--- config.mk ---
export PLATFORM = sky130hd
export DESIGN_NAME = sscr_top
export DESIGN_NICKNAME = d
export VERILOG_FILES = /design/src/rtl/sscr_pkg.sv /design/src/rtl/sscr_pins_if.sv /design/src/rtl/sscr_sync.sv /design/src/rtl/sscr_top.sv
export SDC_FILE = /design/constraint.sdc
export NUM_CORES = 1
export LEC_CHECK = 0
export ABC_AREA = 1
export BUFFER_PORTS_ARGS = -buffer_cell sky130_fd_sc_hd__buf_2
export CORE_MARGIN = 3
export CORE_UTILIZATION = 65
export CTS_BUF_LIST = sky130_fd_sc_hd__clkbuf_4
export CTS_CLUSTER_DIAMETER = 120
export CTS_CLUSTER_SIZE = 12
export DETAILED_ROUTE_END_ITERATION = 10
export PLACE_DENSITY = 0.82
export SLEW_MARGIN = 5
export SYNTH_ARGS = -nofsm -noshare
export SYNTH_HDL_FRONTEND = slang
export SYNTH_SLANG_ARGS = --single-unit
--- constraint.sdc ---
create_clock -name core_clk -period 3.2 [get_ports core_clk]
set_clock_uncertainty 0.15 [all_clocks]
set_input_delay 0.16 -clock core_clk [delete_from_list [all_inputs] [get_ports core_clk]]
set_output_delay 0.16 -clock core_clk [all_outputs]
set_load 0.005 [all_outputs]
--- src/rtl/sscr_pkg.sv ---
// constants shared by the spi switch configuration register block
`default_nettype none
package sscr_pkg;
   // register offsets
   localparam logic [6:0] SSCR_SWITCH_STATE_ADDR = 7'h01;
   localparam logic [6:0] SSCR_ERROR_CHECK_CONFIG_ADDR = 7'h02;
   localparam logic [6:0] SSCR_ERROR_FLAGS_ADDR = 7'h03;
   // values after reset
   localparam logic [3:0] SSCR_SWITCH_STATE_RESET = 4'h0;
   localparam logic [2:0] SSCR_ERROR_CHECK_CONFIG_RESET = 3'h6;
   // field positions in error_check_config
   localparam int SSCR_ADDR_CHECK_BIT = 2;
   localparam int SSCR_COUNT_CHECK_BIT = 1;
   localparam int SSCR_CRC_CHECK_BIT = 0;
   // field positions in the error flag byte
   localparam int SSCR_ADDR_FLAG_BIT = 2;
   localparam int SSCR_COUNT_FLAG_BIT = 1;
   // frame layout, counted in serial clock rising edges
   localparam logic [4:0] SSCR_HEADER_EDGES = 5'h08;
   localparam logic [4:0] SSCR_ADDR_CHECK_EDGE = 5'h09;
   localparam logic [4:0] SSCR_DATA_EDGES = 5'h10;
   localparam logic [4:0] SSCR_PLAIN_FRAME_EDGES = 5'h10;
   localparam logic [4:0] SSCR_CRC_FRAME_EDGES = 5'h18;
   localparam logic [4:0] SSCR_EDGE_COUNT_MAX = 5'h1f;
   // header bit 7 low means write
   localparam int SSCR_READ_BIT = 7;
   // error flag clear command
   localparam logic [7:0] SSCR_CLEAR_HEADER = 8'h6c;
   localparam logic [7:0] SSCR_CLEAR_DATA = 8'ha9;
   // pins passed through the synchroniser
   localparam int SSCR_SYNC_WIDTH = 3;
endpackage : sscr_pkg
`default_nettype wire

--- src/rtl/sscr_pins_if.sv ---
// carrier between the synchroniser and the register block
`default_nettype none
interface sscr_pins_if;
   logic [2:0] raw;
   logic [2:0] synced;
   modport sync_side (input raw, output synced);
   modport core_side (output raw, input synced);
endinterface : sscr_pins_if
`default_nettype wire

--- src/rtl/sscr_sync.sv ---
// two-stage synchroniser for the serial pins
`default_nettype none
module sscr_sync
   import sscr_pkg::*;
#(
   parameter int W = SSCR_SYNC_WIDTH
) (
   // clock and reset
   input wire logic core_clk,
   input wire logic rst_n,
   // pins in, synchronised copies out
   sscr_pins_if.sync_side pins
);
   logic [W-1:0] first_reg;
   logic [W-1:0] first_next;
   logic [W-1:0] second_reg;
   logic [W-1:0] second_next;

   always_comb begin
      first_next = pins.raw;
      second_next = first_reg;
   end

   // idle pin levels are high so nothing looks like a frame at reset
   always_ff @(posedge core_clk or negedge rst_n) begin
      if (!rst_n) begin
         first_reg <= '1;
         second_reg <= '1;
      end else begin
         first_reg <= first_next;
         second_reg <= second_next;
      end
   end

   assign pins.synced = second_reg;
endmodule : sscr_sync
`default_nettype wire

--- src/rtl/sscr_top.sv ---
// spi-addressed switch state and error check configuration registers
// Summary of operation
// - switch state at 0x01, resets all open
// - bits 3..0 close switches four..one
// - reserved bits read zero, writes ignored
// - check config at 0x02, resets to 0x06
// - config bit 2 enables address check
// - count check expects 16 edges, plain
// - crc on, no burst: expect 24
// - burst: multiples of 16 or 24
// - config bit 0 enables 24-bit crc frames
// - mismatch flags error; short frame no write
// - bad address flagged at edge nine, no write
// - long frame still writes at 16th edge, or 24th with crc on
`default_nettype none
module sscr_top
   import sscr_pkg::*;
(
   // clock and reset
   input wire logic core_clk,
   input wire logic rst_n,
   // serial link pins
   input wire logic cs_n,
   input wire logic sclk,
   input wire logic sdi,
   output logic sdo,
   // mode from neighbouring logic on core_clk
   input wire logic burst_mode,
   // switch drives
   output logic first_switch_close,
   output logic second_switch_close,
   output logic third_switch_close,
   output logic fourth_switch_close,
   // error flags
   output logic addr_error_flag,
   output logic count_error_flag
);
   sscr_pins_if pins ();

   assign pins.raw = {cs_n, sclk, sdi};

   sscr_sync #(.W(SSCR_SYNC_WIDTH)) u_sync (
      .core_clk(core_clk),
      .rst_n(rst_n),
      .pins(pins)
   );

   logic cs_n_s;
   logic sclk_s;
   logic sdi_s;
   assign {cs_n_s, sclk_s, sdi_s} = pins.synced;

   logic [3:0] sw_reg, sw_next;
   logic [2:0] cfg_reg, cfg_next;
   logic addr_err_reg, addr_err_next;
   logic cnt_err_reg, cnt_err_next;
   logic sclk_d_reg, sclk_d_next;
   logic cs_d_reg, cs_d_next;
   logic [6:0] shift_reg, shift_next;
   logic [7:0] hdr_reg, hdr_next;
   logic [7:0] data_reg, data_next;
   logic [7:0] tx_reg, tx_next;
   logic sdo_reg, sdo_next;
   logic [4:0] pos_reg, pos_next;
   logic [4:0] total_reg, total_next;
   logic done_reg, done_next;
   logic bad_reg, bad_next;
   logic crc_l_reg, crc_l_next;
   logic burst_l_reg, burst_l_next;

   logic sclk_rise, sclk_fall, cs_fall, cs_rise, in_frame;
   logic [4:0] edge_num, word_len;
   logic [7:0] new_byte, wdata;
   logic word_end, word_ok, wr_sw_hit, wr_cfg_hit, clear_hit, addr_invalid;

   assign sclk_rise = sclk_s & ~sclk_d_reg;
   assign sclk_fall = ~sclk_s & sclk_d_reg;
   assign cs_fall = ~cs_n_s & cs_d_reg;
   assign cs_rise = cs_n_s & ~cs_d_reg;
   assign in_frame = ~cs_n_s & ~cs_d_reg;
   assign edge_num = pos_reg + 5'h01;
   // crc byte only sets the frame length; its value is never checked here
   assign word_len = crc_l_reg ? SSCR_CRC_FRAME_EDGES : SSCR_PLAIN_FRAME_EDGES;
   assign new_byte = {shift_reg, sdi_s};
   // with crc off the data byte completes on the word's last edge
   assign wdata = crc_l_reg ? data_reg : new_byte;
   assign word_end = in_frame && sclk_rise && (edge_num == word_len);
   // only the first word of a plain frame writes; extra edges are ignored
   assign word_ok = !bad_reg && (burst_l_reg || !done_reg) && !hdr_reg[SSCR_READ_BIT];
   assign clear_hit = word_end && (burst_l_reg || !done_reg) && (hdr_reg == SSCR_CLEAR_HEADER)
      && (wdata == SSCR_CLEAR_DATA);
   assign wr_sw_hit = word_end && word_ok && (hdr_reg[6:0] == SSCR_SWITCH_STATE_ADDR);
   assign wr_cfg_hit = word_end && word_ok && (hdr_reg[6:0] == SSCR_ERROR_CHECK_CONFIG_ADDR);

   // flag register is read only; the clear command is exempt
   always_comb begin
      addr_invalid = 1'b1;
      if (hdr_reg == SSCR_CLEAR_HEADER) begin
         addr_invalid = 1'b0;
      end else if ((hdr_reg[6:0] == SSCR_SWITCH_STATE_ADDR)
         || (hdr_reg[6:0] == SSCR_ERROR_CHECK_CONFIG_ADDR)) begin
         addr_invalid = 1'b0;
      end else if (hdr_reg[6:0] == SSCR_ERROR_FLAGS_ADDR) begin
         addr_invalid = !hdr_reg[SSCR_READ_BIT];
      end
   end

   always_comb begin
      sw_next = sw_reg;
      cfg_next = cfg_reg;
      addr_err_next = addr_err_reg;
      cnt_err_next = cnt_err_reg;
      sclk_d_next = sclk_s;
      cs_d_next = cs_n_s;
      shift_next = shift_reg;
      hdr_next = hdr_reg;
      data_next = data_reg;
      tx_next = tx_reg;
      sdo_next = sdo_reg;
      pos_next = pos_reg;
      total_next = total_reg;
      done_next = done_reg;
      bad_next = bad_reg;
      crc_l_next = crc_l_reg;
      burst_l_next = burst_l_reg;
      if (cs_fall) begin
         // frame length fixed at frame start so a mid-frame write cannot skew it
         pos_next = '0;
         total_next = '0;
         done_next = 1'b0;
         bad_next = 1'b0;
         tx_next = '0;
         crc_l_next = cfg_reg[SSCR_CRC_CHECK_BIT];
         burst_l_next = burst_mode;
      end else if (in_frame && sclk_rise) begin
         shift_next = new_byte[6:0];
         // saturates so an overlong frame cannot wrap back to a legal count
         total_next = (total_reg == SSCR_EDGE_COUNT_MAX) ? total_reg : total_reg + 5'h01;
         pos_next = (edge_num == word_len) ? 5'h00 : edge_num;
         if (edge_num == SSCR_HEADER_EDGES) begin
            hdr_next = new_byte;
            tx_next = '0;
            if (new_byte[6:0] == SSCR_SWITCH_STATE_ADDR) begin
               tx_next[3:0] = sw_reg;
            end else if (new_byte[6:0] == SSCR_ERROR_CHECK_CONFIG_ADDR) begin
               tx_next[2:0] = cfg_reg;
            end else if (new_byte[6:0] == SSCR_ERROR_FLAGS_ADDR) begin
               tx_next[SSCR_ADDR_FLAG_BIT] = addr_err_reg;
               tx_next[SSCR_COUNT_FLAG_BIT] = cnt_err_reg;
            end
         end
         if (edge_num == SSCR_DATA_EDGES) begin
            data_next = new_byte;
         end
         if (word_end) begin
            done_next = 1'b1;
            bad_next = 1'b0;
            if (wr_sw_hit) begin
               sw_next = wdata[3:0];
            end
            if (wr_cfg_hit) begin
               cfg_next = wdata[2:0];
            end
            if (clear_hit) begin
               addr_err_next = 1'b0;
               cnt_err_next = 1'b0;
            end
         end
         if ((edge_num == SSCR_ADDR_CHECK_EDGE) && (burst_l_reg || !done_reg)) begin
            // a disabled check neither flags nor blocks
            if (cfg_reg[SSCR_ADDR_CHECK_BIT] && addr_invalid) begin
               bad_next = 1'b1;
               addr_err_next = 1'b1;
            end
         end
      end else if (in_frame && sclk_fall) begin
         sdo_next = tx_reg[7];
         tx_next = {tx_reg[6:0], 1'b0};
      end
      if (cs_rise) begin
         sdo_next = 1'b0;
         if (cfg_reg[SSCR_COUNT_CHECK_BIT]) begin
            if (burst_l_reg) begin
               if (pos_reg != 5'h00) begin
                  cnt_err_next = 1'b1;
               end
            end else if (total_reg != word_len) begin
               cnt_err_next = 1'b1;
            end
         end
      end
   end

   always_ff @(posedge core_clk or negedge rst_n) begin
      if (!rst_n) begin
         sw_reg <= SSCR_SWITCH_STATE_RESET;
         cfg_reg <= SSCR_ERROR_CHECK_CONFIG_RESET;
         addr_err_reg <= 1'b0;
         cnt_err_reg <= 1'b0;
         sclk_d_reg <= 1'b1;
         cs_d_reg <= 1'b1;
         shift_reg <= '0;
         hdr_reg <= '0;
         data_reg <= '0;
         tx_reg <= '0;
         sdo_reg <= 1'b0;
         pos_reg <= '0;
         total_reg <= '0;
         done_reg <= 1'b0;
         bad_reg <= 1'b0;
         crc_l_reg <= 1'b0;
         burst_l_reg <= 1'b0;
      end else begin
         sw_reg <= sw_next;
         cfg_reg <= cfg_next;
         addr_err_reg <= addr_err_next;
         cnt_err_reg <= cnt_err_next;
         sclk_d_reg <= sclk_d_next;
         cs_d_reg <= cs_d_next;
         shift_reg <= shift_next;
         hdr_reg <= hdr_next;
         data_reg <= data_next;
         tx_reg <= tx_next;
         sdo_reg <= sdo_next;
         pos_reg <= pos_next;
         total_reg <= total_next;
         done_reg <= done_next;
         bad_reg <= bad_next;
         crc_l_reg <= crc_l_next;
         burst_l_reg <= burst_l_next;
      end
   end

   assign sdo = sdo_reg;
   assign first_switch_close = sw_reg[0];
   assign second_switch_close = sw_reg[1];
   assign third_switch_close = sw_reg[2];
   assign fourth_switch_close = sw_reg[3];
   assign addr_error_flag = addr_err_reg;
   assign count_error_flag = cnt_err_reg;

   // qualifiers shared by the checks below
   logic hdr_edge;
   logic chk_edge;
   logic count_on;
   assign hdr_edge = in_frame && sclk_rise && (edge_num == SSCR_HEADER_EDGES);
   assign chk_edge = in_frame && sclk_rise && (edge_num == SSCR_ADDR_CHECK_EDGE);
   assign count_on = cfg_reg[SSCR_COUNT_CHECK_BIT];
endmodule : sscr_top
`default_nettype wire

==> results by group, run 1 <==
Cells and area
  • Final instance area: ~3300 µm²
  • # diodes: 0
  • Layout cell share with drive strength beyond 1: a little under a fifth
  • Most common cell after layout, fill and taps aside: nand2_1
  • Nets: roughly 370
  • Fin util: between 70% and 80%
  • Cell Count, Final, Fillers Out: around 420
  • Area growth, synth to finish: 9.56%
  • Most frequent cells in the layout: 71 x nand2_1, 53 x dfrtp_1, 38 x inv_1, 25 x o21ai_0

Status
  • Outcome: complete, no violations

STA
  • Crit path setup slack, layout: ~0.93 ns
  • Maximum clock frequency: 440 MHz
  • Min cycle time layout: approximately 2.3 ns
  • RSZ-0062 raised after global routing: false
  • Total negative slack: 0 ns
  • Period Utilization, post-route: 71.1%
  • Hold WS: about 0.18 ns
  • Final setup violating endpoints: 0
  • Worst Tran Pin Value: 0.660 ns
  • Pins Over Slew Limit: 0
  • Max transition margin: between 50% and 60%
  • Final Hold Vio Count: 0

Drt
  • DRT Pass-1 Iters: 5
  • DR vias: between 2,000 and 2,500
  • DR vias/cell: approximately 6
  • Initial drt markers: 208
  • DRT antenna net count: 0
  • Drt total wl: ~6.5 mm
  • DRC viols: 0
  • WL/cell: ~15 µm

GRT
  • Initial antenna violation count: 0
  • Vias in the first global route: between 2,000 and 2,500
  • First-pass GRT wire length: ~11 mm
  • Largest net degree at the start of global routing: 30
  • Gr usage total: about a quarter
  • Total global routing overflow: 0

Critical path
  • CP Cell Sequence: nand3_2 > inv_2 > nand4_4 > nand2_4 > nor2_1 > a31oi_1
  • Slowest stage cell, crit path: dfstp_2
  • Crit-path max FO: 22
  • Critical Path Start Type: flop
  • Largest stage delay on the critical path: 0.56 ns
  • CP arrival: 2.45 ns
  • Data required time of the worst path: between 3 and 4 ns
  • Setup CP Type: flop to flop
  • Crit end category: flop

Clocking
  • Post CTS Setup Buffer Count: 0
  • CTS buffer count: 9
  • CTS tree: done
  • Post-cts sizing count: 0
  • Sinks on Clock Net: 63
  • CTS Buffer Depth: 2
  • CTS H-tree depth: 3
  • Reg clk slew, reported paths: approximately 0.1 ns
  • Worst-Skew Late Latency: between 0.3 and 0.4 ns
  • Post-cts hold buffer count: 5
  • Root Buffer Master: clkbuf_4

Worst hold path
  • HP Class: input pin to asynchronous set/reset pin

Placed design
  • Routability congestion estimate from global placement: 0.883
  • Place WS: 0.957 ns
  • Inst Count DP: about 400
  • IO buf count: 12
  • Post-DP HPWL: approximately 4.6 mm
  • DP Area: slightly above 3000 µm²

Run
  • Max cap viols: 0

Floorplan
  • I/O pin total: 13
  • Die Y-Extent: around 74 µm
  • Core ar.: 4410 µm²
  • Row count: 24
  • Initial Util: 67.9%
  • Die width: between 70 and 80 µm
  • Die area: about 5500 µm²

Logic synthesis
  • Cell count after synthesis: about 340
  • Yosys reg bits: 63
  • Synth cell types: 31
  • Cell area after synthesis: around 3000 µm²
  • Yosys Warn Count: 0
  • Synth Net Count: between 300 and 400
  • Register area share after synthesis: 53.0%
  • Mapped Avg Cell Area: ~8.9 µm²

Power
  • Worst vdd ir: 0.304 mV
  • Cell area power density: about 480 nW/µm²
  • Leakage: between 1.5 and 2 nW
  • Design Power: 1.59 mW
## cell type report
class | instances | area (µm²)
Sequential cell | 63 | 1590
Multi-Input combinational cell | 223 | 1210
Fill cell | 316 | 1130
Inverter | 45 | 169
Timing Repair Buffer | 19 | 125
Clock buffer | 10 | 75.1
Tap cell | 52 | 65.1
Clock inverter | 6 | 51.3
## synthesized netlist by cell type (all sizes together)
library cell  count  area [µm²]
nand4            25         208
o21ai            44         220
inv              45         169
nor4              2        12.5
clkbuf            1        3.75
o22ai             4        25.0
buf               4        26.3
nand3            25         145
ha                6        75.1
or2               3        21.3
dfrtp            53        1330
o2111ai           1        8.76
a211oi            1        7.51
nor3              3        15.0
nand2            77         309
dfstp            10         263
a21oi             2        10.0
xnor2             1        8.76
nor2             25         119
a31oi             4        25.0
## worst paths after layout
path                                                       from                               to  slack, ns  cells after the start
worst max register to register  u_sync.pins.synced[1]$_DFF_PN1_            tx_reg[3]$_DFFE_PN0P_       0.93                      6
min in group core_clk             u_sync.first_reg[2]$_DFF_PN1_  u_sync.pins.synced[2]$_DFF_PN1_       0.21                      0
worst min register to register    u_sync.first_reg[2]$_DFF_PN1_  u_sync.pins.synced[2]$_DFF_PN1_       0.21                      0
max in group asynchronous                                 rst_n           cfg_reg[1]$_DFFE_PN1P_       1.95                      3
worst max-delay path            u_sync.pins.synced[1]$_DFF_PN1_            tx_reg[3]$_DFFE_PN0P_       0.93                      6
worst min-delay path                                      rst_n            tx_reg[0]$_DFFE_PN0P_       0.18                      2
## layer usage
layer / vias to the layer above / track usage, % / share of wire, % / routed length, µm
met1: 1179 / 38.8 / 48 / 3110
met5: - / 0 / 0 / 0
met4: 0 / 9.86 / 1.7 / 111
li1: 1183 / - / - / -
met3: 15 / 4.38 / 4.4 / 286
met2: 82 / 38.9 / 46 / 2960
## power by group
group          switching, mW  total (mW)  internal, mW
registers             0.0375       0.889         0.851
logic                  0.130       0.191        0.0614
clock network          0.269       0.506         0.237
## worst max-delay path: cells and delay by family (launching register included)
kind	cells	cell delay (ns)
flops	1	0.56
buf+inv	1	0.35
simple gates	4	1.00
compound gates	1	0.14
## kinds of logic (layout without fill, tap and decap cells)
group	count (synthesis)	count (layout)	synth area share [%]
adders and majority gates	6	6	2.50
xor gates and xnor gates	1	1	0.292
DFF	63	63	53.0
and+or+nand+nor	160	160	27.7
AOI/OAI and AO/OA	56	56	9.89
buffers and inverters	50	80	6.64
(Power assumes the default switching activity.)
==> run 2, diff against run 1 <==
--- a/config.mk
+++ b/config.mk
@@ -8,12 +8,12 @@
 export ABC_AREA = 1
 export BUFFER_PORTS_ARGS = -buffer_cell sky130_fd_sc_hd__buf_2
 export CORE_MARGIN = 3
-export CORE_UTILIZATION = 65
+export CORE_UTILIZATION = 63
 export CTS_BUF_LIST = sky130_fd_sc_hd__clkbuf_4
 export CTS_CLUSTER_DIAMETER = 120
 export CTS_CLUSTER_SIZE = 12
 export DETAILED_ROUTE_END_ITERATION = 10
-export PLACE_DENSITY = 0.82
+export PLACE_DENSITY = 0.8
 export SLEW_MARGIN = 5
 export SYNTH_ARGS = -nofsm -noshare
 export SYNTH_HDL_FRONTEND = slang
==> constraint.sdc (replaced) <==
create_clock -name core_clk -period 2.3 [get_ports core_clk]
set_clock_uncertainty 0.15 [all_clocks]
set_input_delay 0.115 -clock core_clk [delete_from_list [all_inputs] [get_ports core_clk]]
set_output_delay 0.115 -clock core_clk [all_outputs]
set_load 0.005 [all_outputs]
==> run 2 against run 1 <==
Effect of this change: clock power increased by 68%; worst setup slack got worse by 0.61 ns; clock-buffer cell count is 2 higher; via count decreased by 3.0%; largest cell class unchanged; sequential share of layout area decreased by 0.78 points; utilization is 0.20 points higher; first-iteration DRC count up 13%.
==> results by group, run 2 (synthesis gave the netlist of run 1 again) <==
Status
  • Outcome: complete, no violations

Clocking
  • Root Buffer Master: clkbuf_4
  • CTS buffer count: 9
  • Post CTS Setup Buffer Count: 0
  • CTS tree: done
  • Post-cts hold buffer count: 5
  • CTS Buffer Depth: 2
  • CTS H-tree depth: 3
  • Worst-Skew Late Latency: 0.40 ns
  • Post-cts sizing count: 0
  • Sinks on Clock Net: 63
  • Reg clk slew, reported paths: around 0.10 ns

Cells and area
  • Nets: ~370
  • Cell Count, Final, Fillers Out: 419
  • # diodes: 0
  • Most common cell after layout, fill and taps aside: nand2_1
  • Area of the multi-input gates: ~1200 µm²
  • Fillers: 335
  • Area growth, synth to finish: 11.4%
  • Final instance area: between 3000 and 4000 µm²
  • Most frequent cells in the layout: 71 x nand2_1, 53 x dfrtp_1, 38 x inv_1, 25 x o21ai_0
  • Area taken by flip-flops and latches: approximately 1600 µm²
  • Fin util: 74.6%
  • Layout cell share with drive strength beyond 1: 19.3%

GRT
  • Largest net degree at the start of global routing: 33
  • Total global routing overflow: 0
  • Vias in the first global route: approximately 2,300
  • Gr usage total: around 26%
  • Initial antenna violation count: 0
  • First-pass GRT wire length: roughly 11 mm

STA
  • RSZ-0062 raised after global routing: false
  • Maximum clock frequency: a little over 500 MHz
  • Worst Tran Pin Value: 0.724 ns
  • Total negative slack: 0 ns
  • Min cycle time layout: ~2.0 ns
  • Max transition margin: roughly half
  • Final Hold Vio Count: 0
  • Crit path setup slack, layout: about 0.32 ns
  • Pins Over Slew Limit: 0
  • Final setup violating endpoints: 0
  • Period Utilization, post-route: roughly 86%

Drt
  • DRT Pass-1 Iters: 5
  • WL/cell: around 15 µm
  • DR vias: between 2,000 and 2,500
  • Drt total wl: roughly 6.2 mm
  • DRC viols: 0
  • DR WL met3: between 200 and 300 µm
  • DR vias/cell: around 5.7
  • WL met1: about 2.8 mm
  • DRT antenna net count: 0
  • DR WL met2: between 3 and 4 mm
  • Highest Signal Layer: met4
  • Initial drt markers: between 200 and 250

Critical path
  • Last element of the critical path: count_error_flag$_DFF_PN0_
  • Setup crit start: pos_reg[0]$_DFFE_PN0N_
  • Data required time of the worst path: ~2.4 ns
  • Setup CP Type: flop to flop
  • Critical Path Start Type: flop
  • Crit end category: flop
  • R2R Setup Slk: approximately 0.32 ns
  • Crit-path max FO: 8
  • R2R Path End: count_error_flag$_DFF_PN0_
  • R2R Path Start: pos_reg[0]$_DFFE_PN0N_
  • Reg2Reg Depth: 11
  • CP arrival: between 2 and 2.5 ns

Power
  • Worst vdd ir: approximately 0.45 mV
  • Leakage: between 1.5 and 2 nW
  • Cell area power density: between 700 and 800 nW/µm²

Floorplan
  • Row count: 24
  • Die width: 75.0 µm
  • Die Y-Extent: between 70 and 80 µm
  • Initial Util: 67.0%
  • Core ar.: ~4500 µm²
  • I/O pin total: 13
  • Die area: around 5600 µm²

Placed design
  • IO buf count: 12
  • Routability congestion estimate from global placement: around 0.85
  • Inst Count DP: 398
  • Place WS: roughly 0.35 ns
  • DP Area: roughly 3100 µm²
  • Post-DP HPWL: approximately 4.4 mm

Worst hold path
  • HP Class: input pin to asynchronous set/reset pin

Run
  • Max cap viols: 0
run 2: cell types whose count changed in the layout (fill, tap and decap cells not counted):
cell       previous run  this run
clkinv_1              3         0
bufinv_16             1         2
buf_12                0         1
clkbuf_4             10        12
run 2: routing by layer:
metal	track usage [%]	vias up
li1	-	1177
met1	36.0	1146
met2	40.2	57
met3	4.54	5
met4	10.9	0
met5	0	-
run 2: where the power goes:
group | leakage, nW | total, mW | switching (mW) | internal (mW)
clock network | 0.0913 | 0.852 | 0.377 | 0.475
registers | 0.827 | 1.23 | 0.0476 | 1.18
logic | 0.669 | 0.257 | 0.171 | 0.0863
total | 1.59 | 2.34 | 0.595 | 1.75
run 2: layout make-up:
type,count,area share (%)
multi-input combinational,223,36.2
clock inverter,4,2.10
inverter,45,5.06
clock buffer,12,2.70
sequential,63,47.6
tap,52,1.95
timing repair buffer,20,4.35
run 2: worst min-delay path by stage:
stage / startpoint / end
after global routing: rst_n / pos_reg[3]$_DFFE_PN0N_
after CTS: rst_n / addr_error_flag$_DFFE_PN0P_
final: rst_n / hdr_reg[7]$_DFFE_PN0P_
after floorplan: rst_n / addr_error_flag$_DFFE_PN0P_
after global placement: rst_n / pos_reg[3]$_DFFE_PN0N_
after detailed placement: rst_n / pos_reg[3]$_DFFE_PN0N_
run 2: per-stage QoR:
stage	hold WS, ns	total power [mW]
floorplan	-0.331	1.41
global placement	0.0602	1.49
detailed placement	0.0586	1.50
CTS	0.153	2.36
global route	0.182	2.47
finish	0.148	2.34
run 2: critical path: stages (launching register included):
cell     delay [ns]
dfrtp_1        0.45
ha_1           0.26
inv_1          0.06
nand2_1        0.04
nand2_1        0.13
nand3_2        0.12
nand2_2        0.11
nand4_4        0.13
nor2_4         0.20
nand2_1        0.11
nand2_1        0.07
nand2_1        0.04
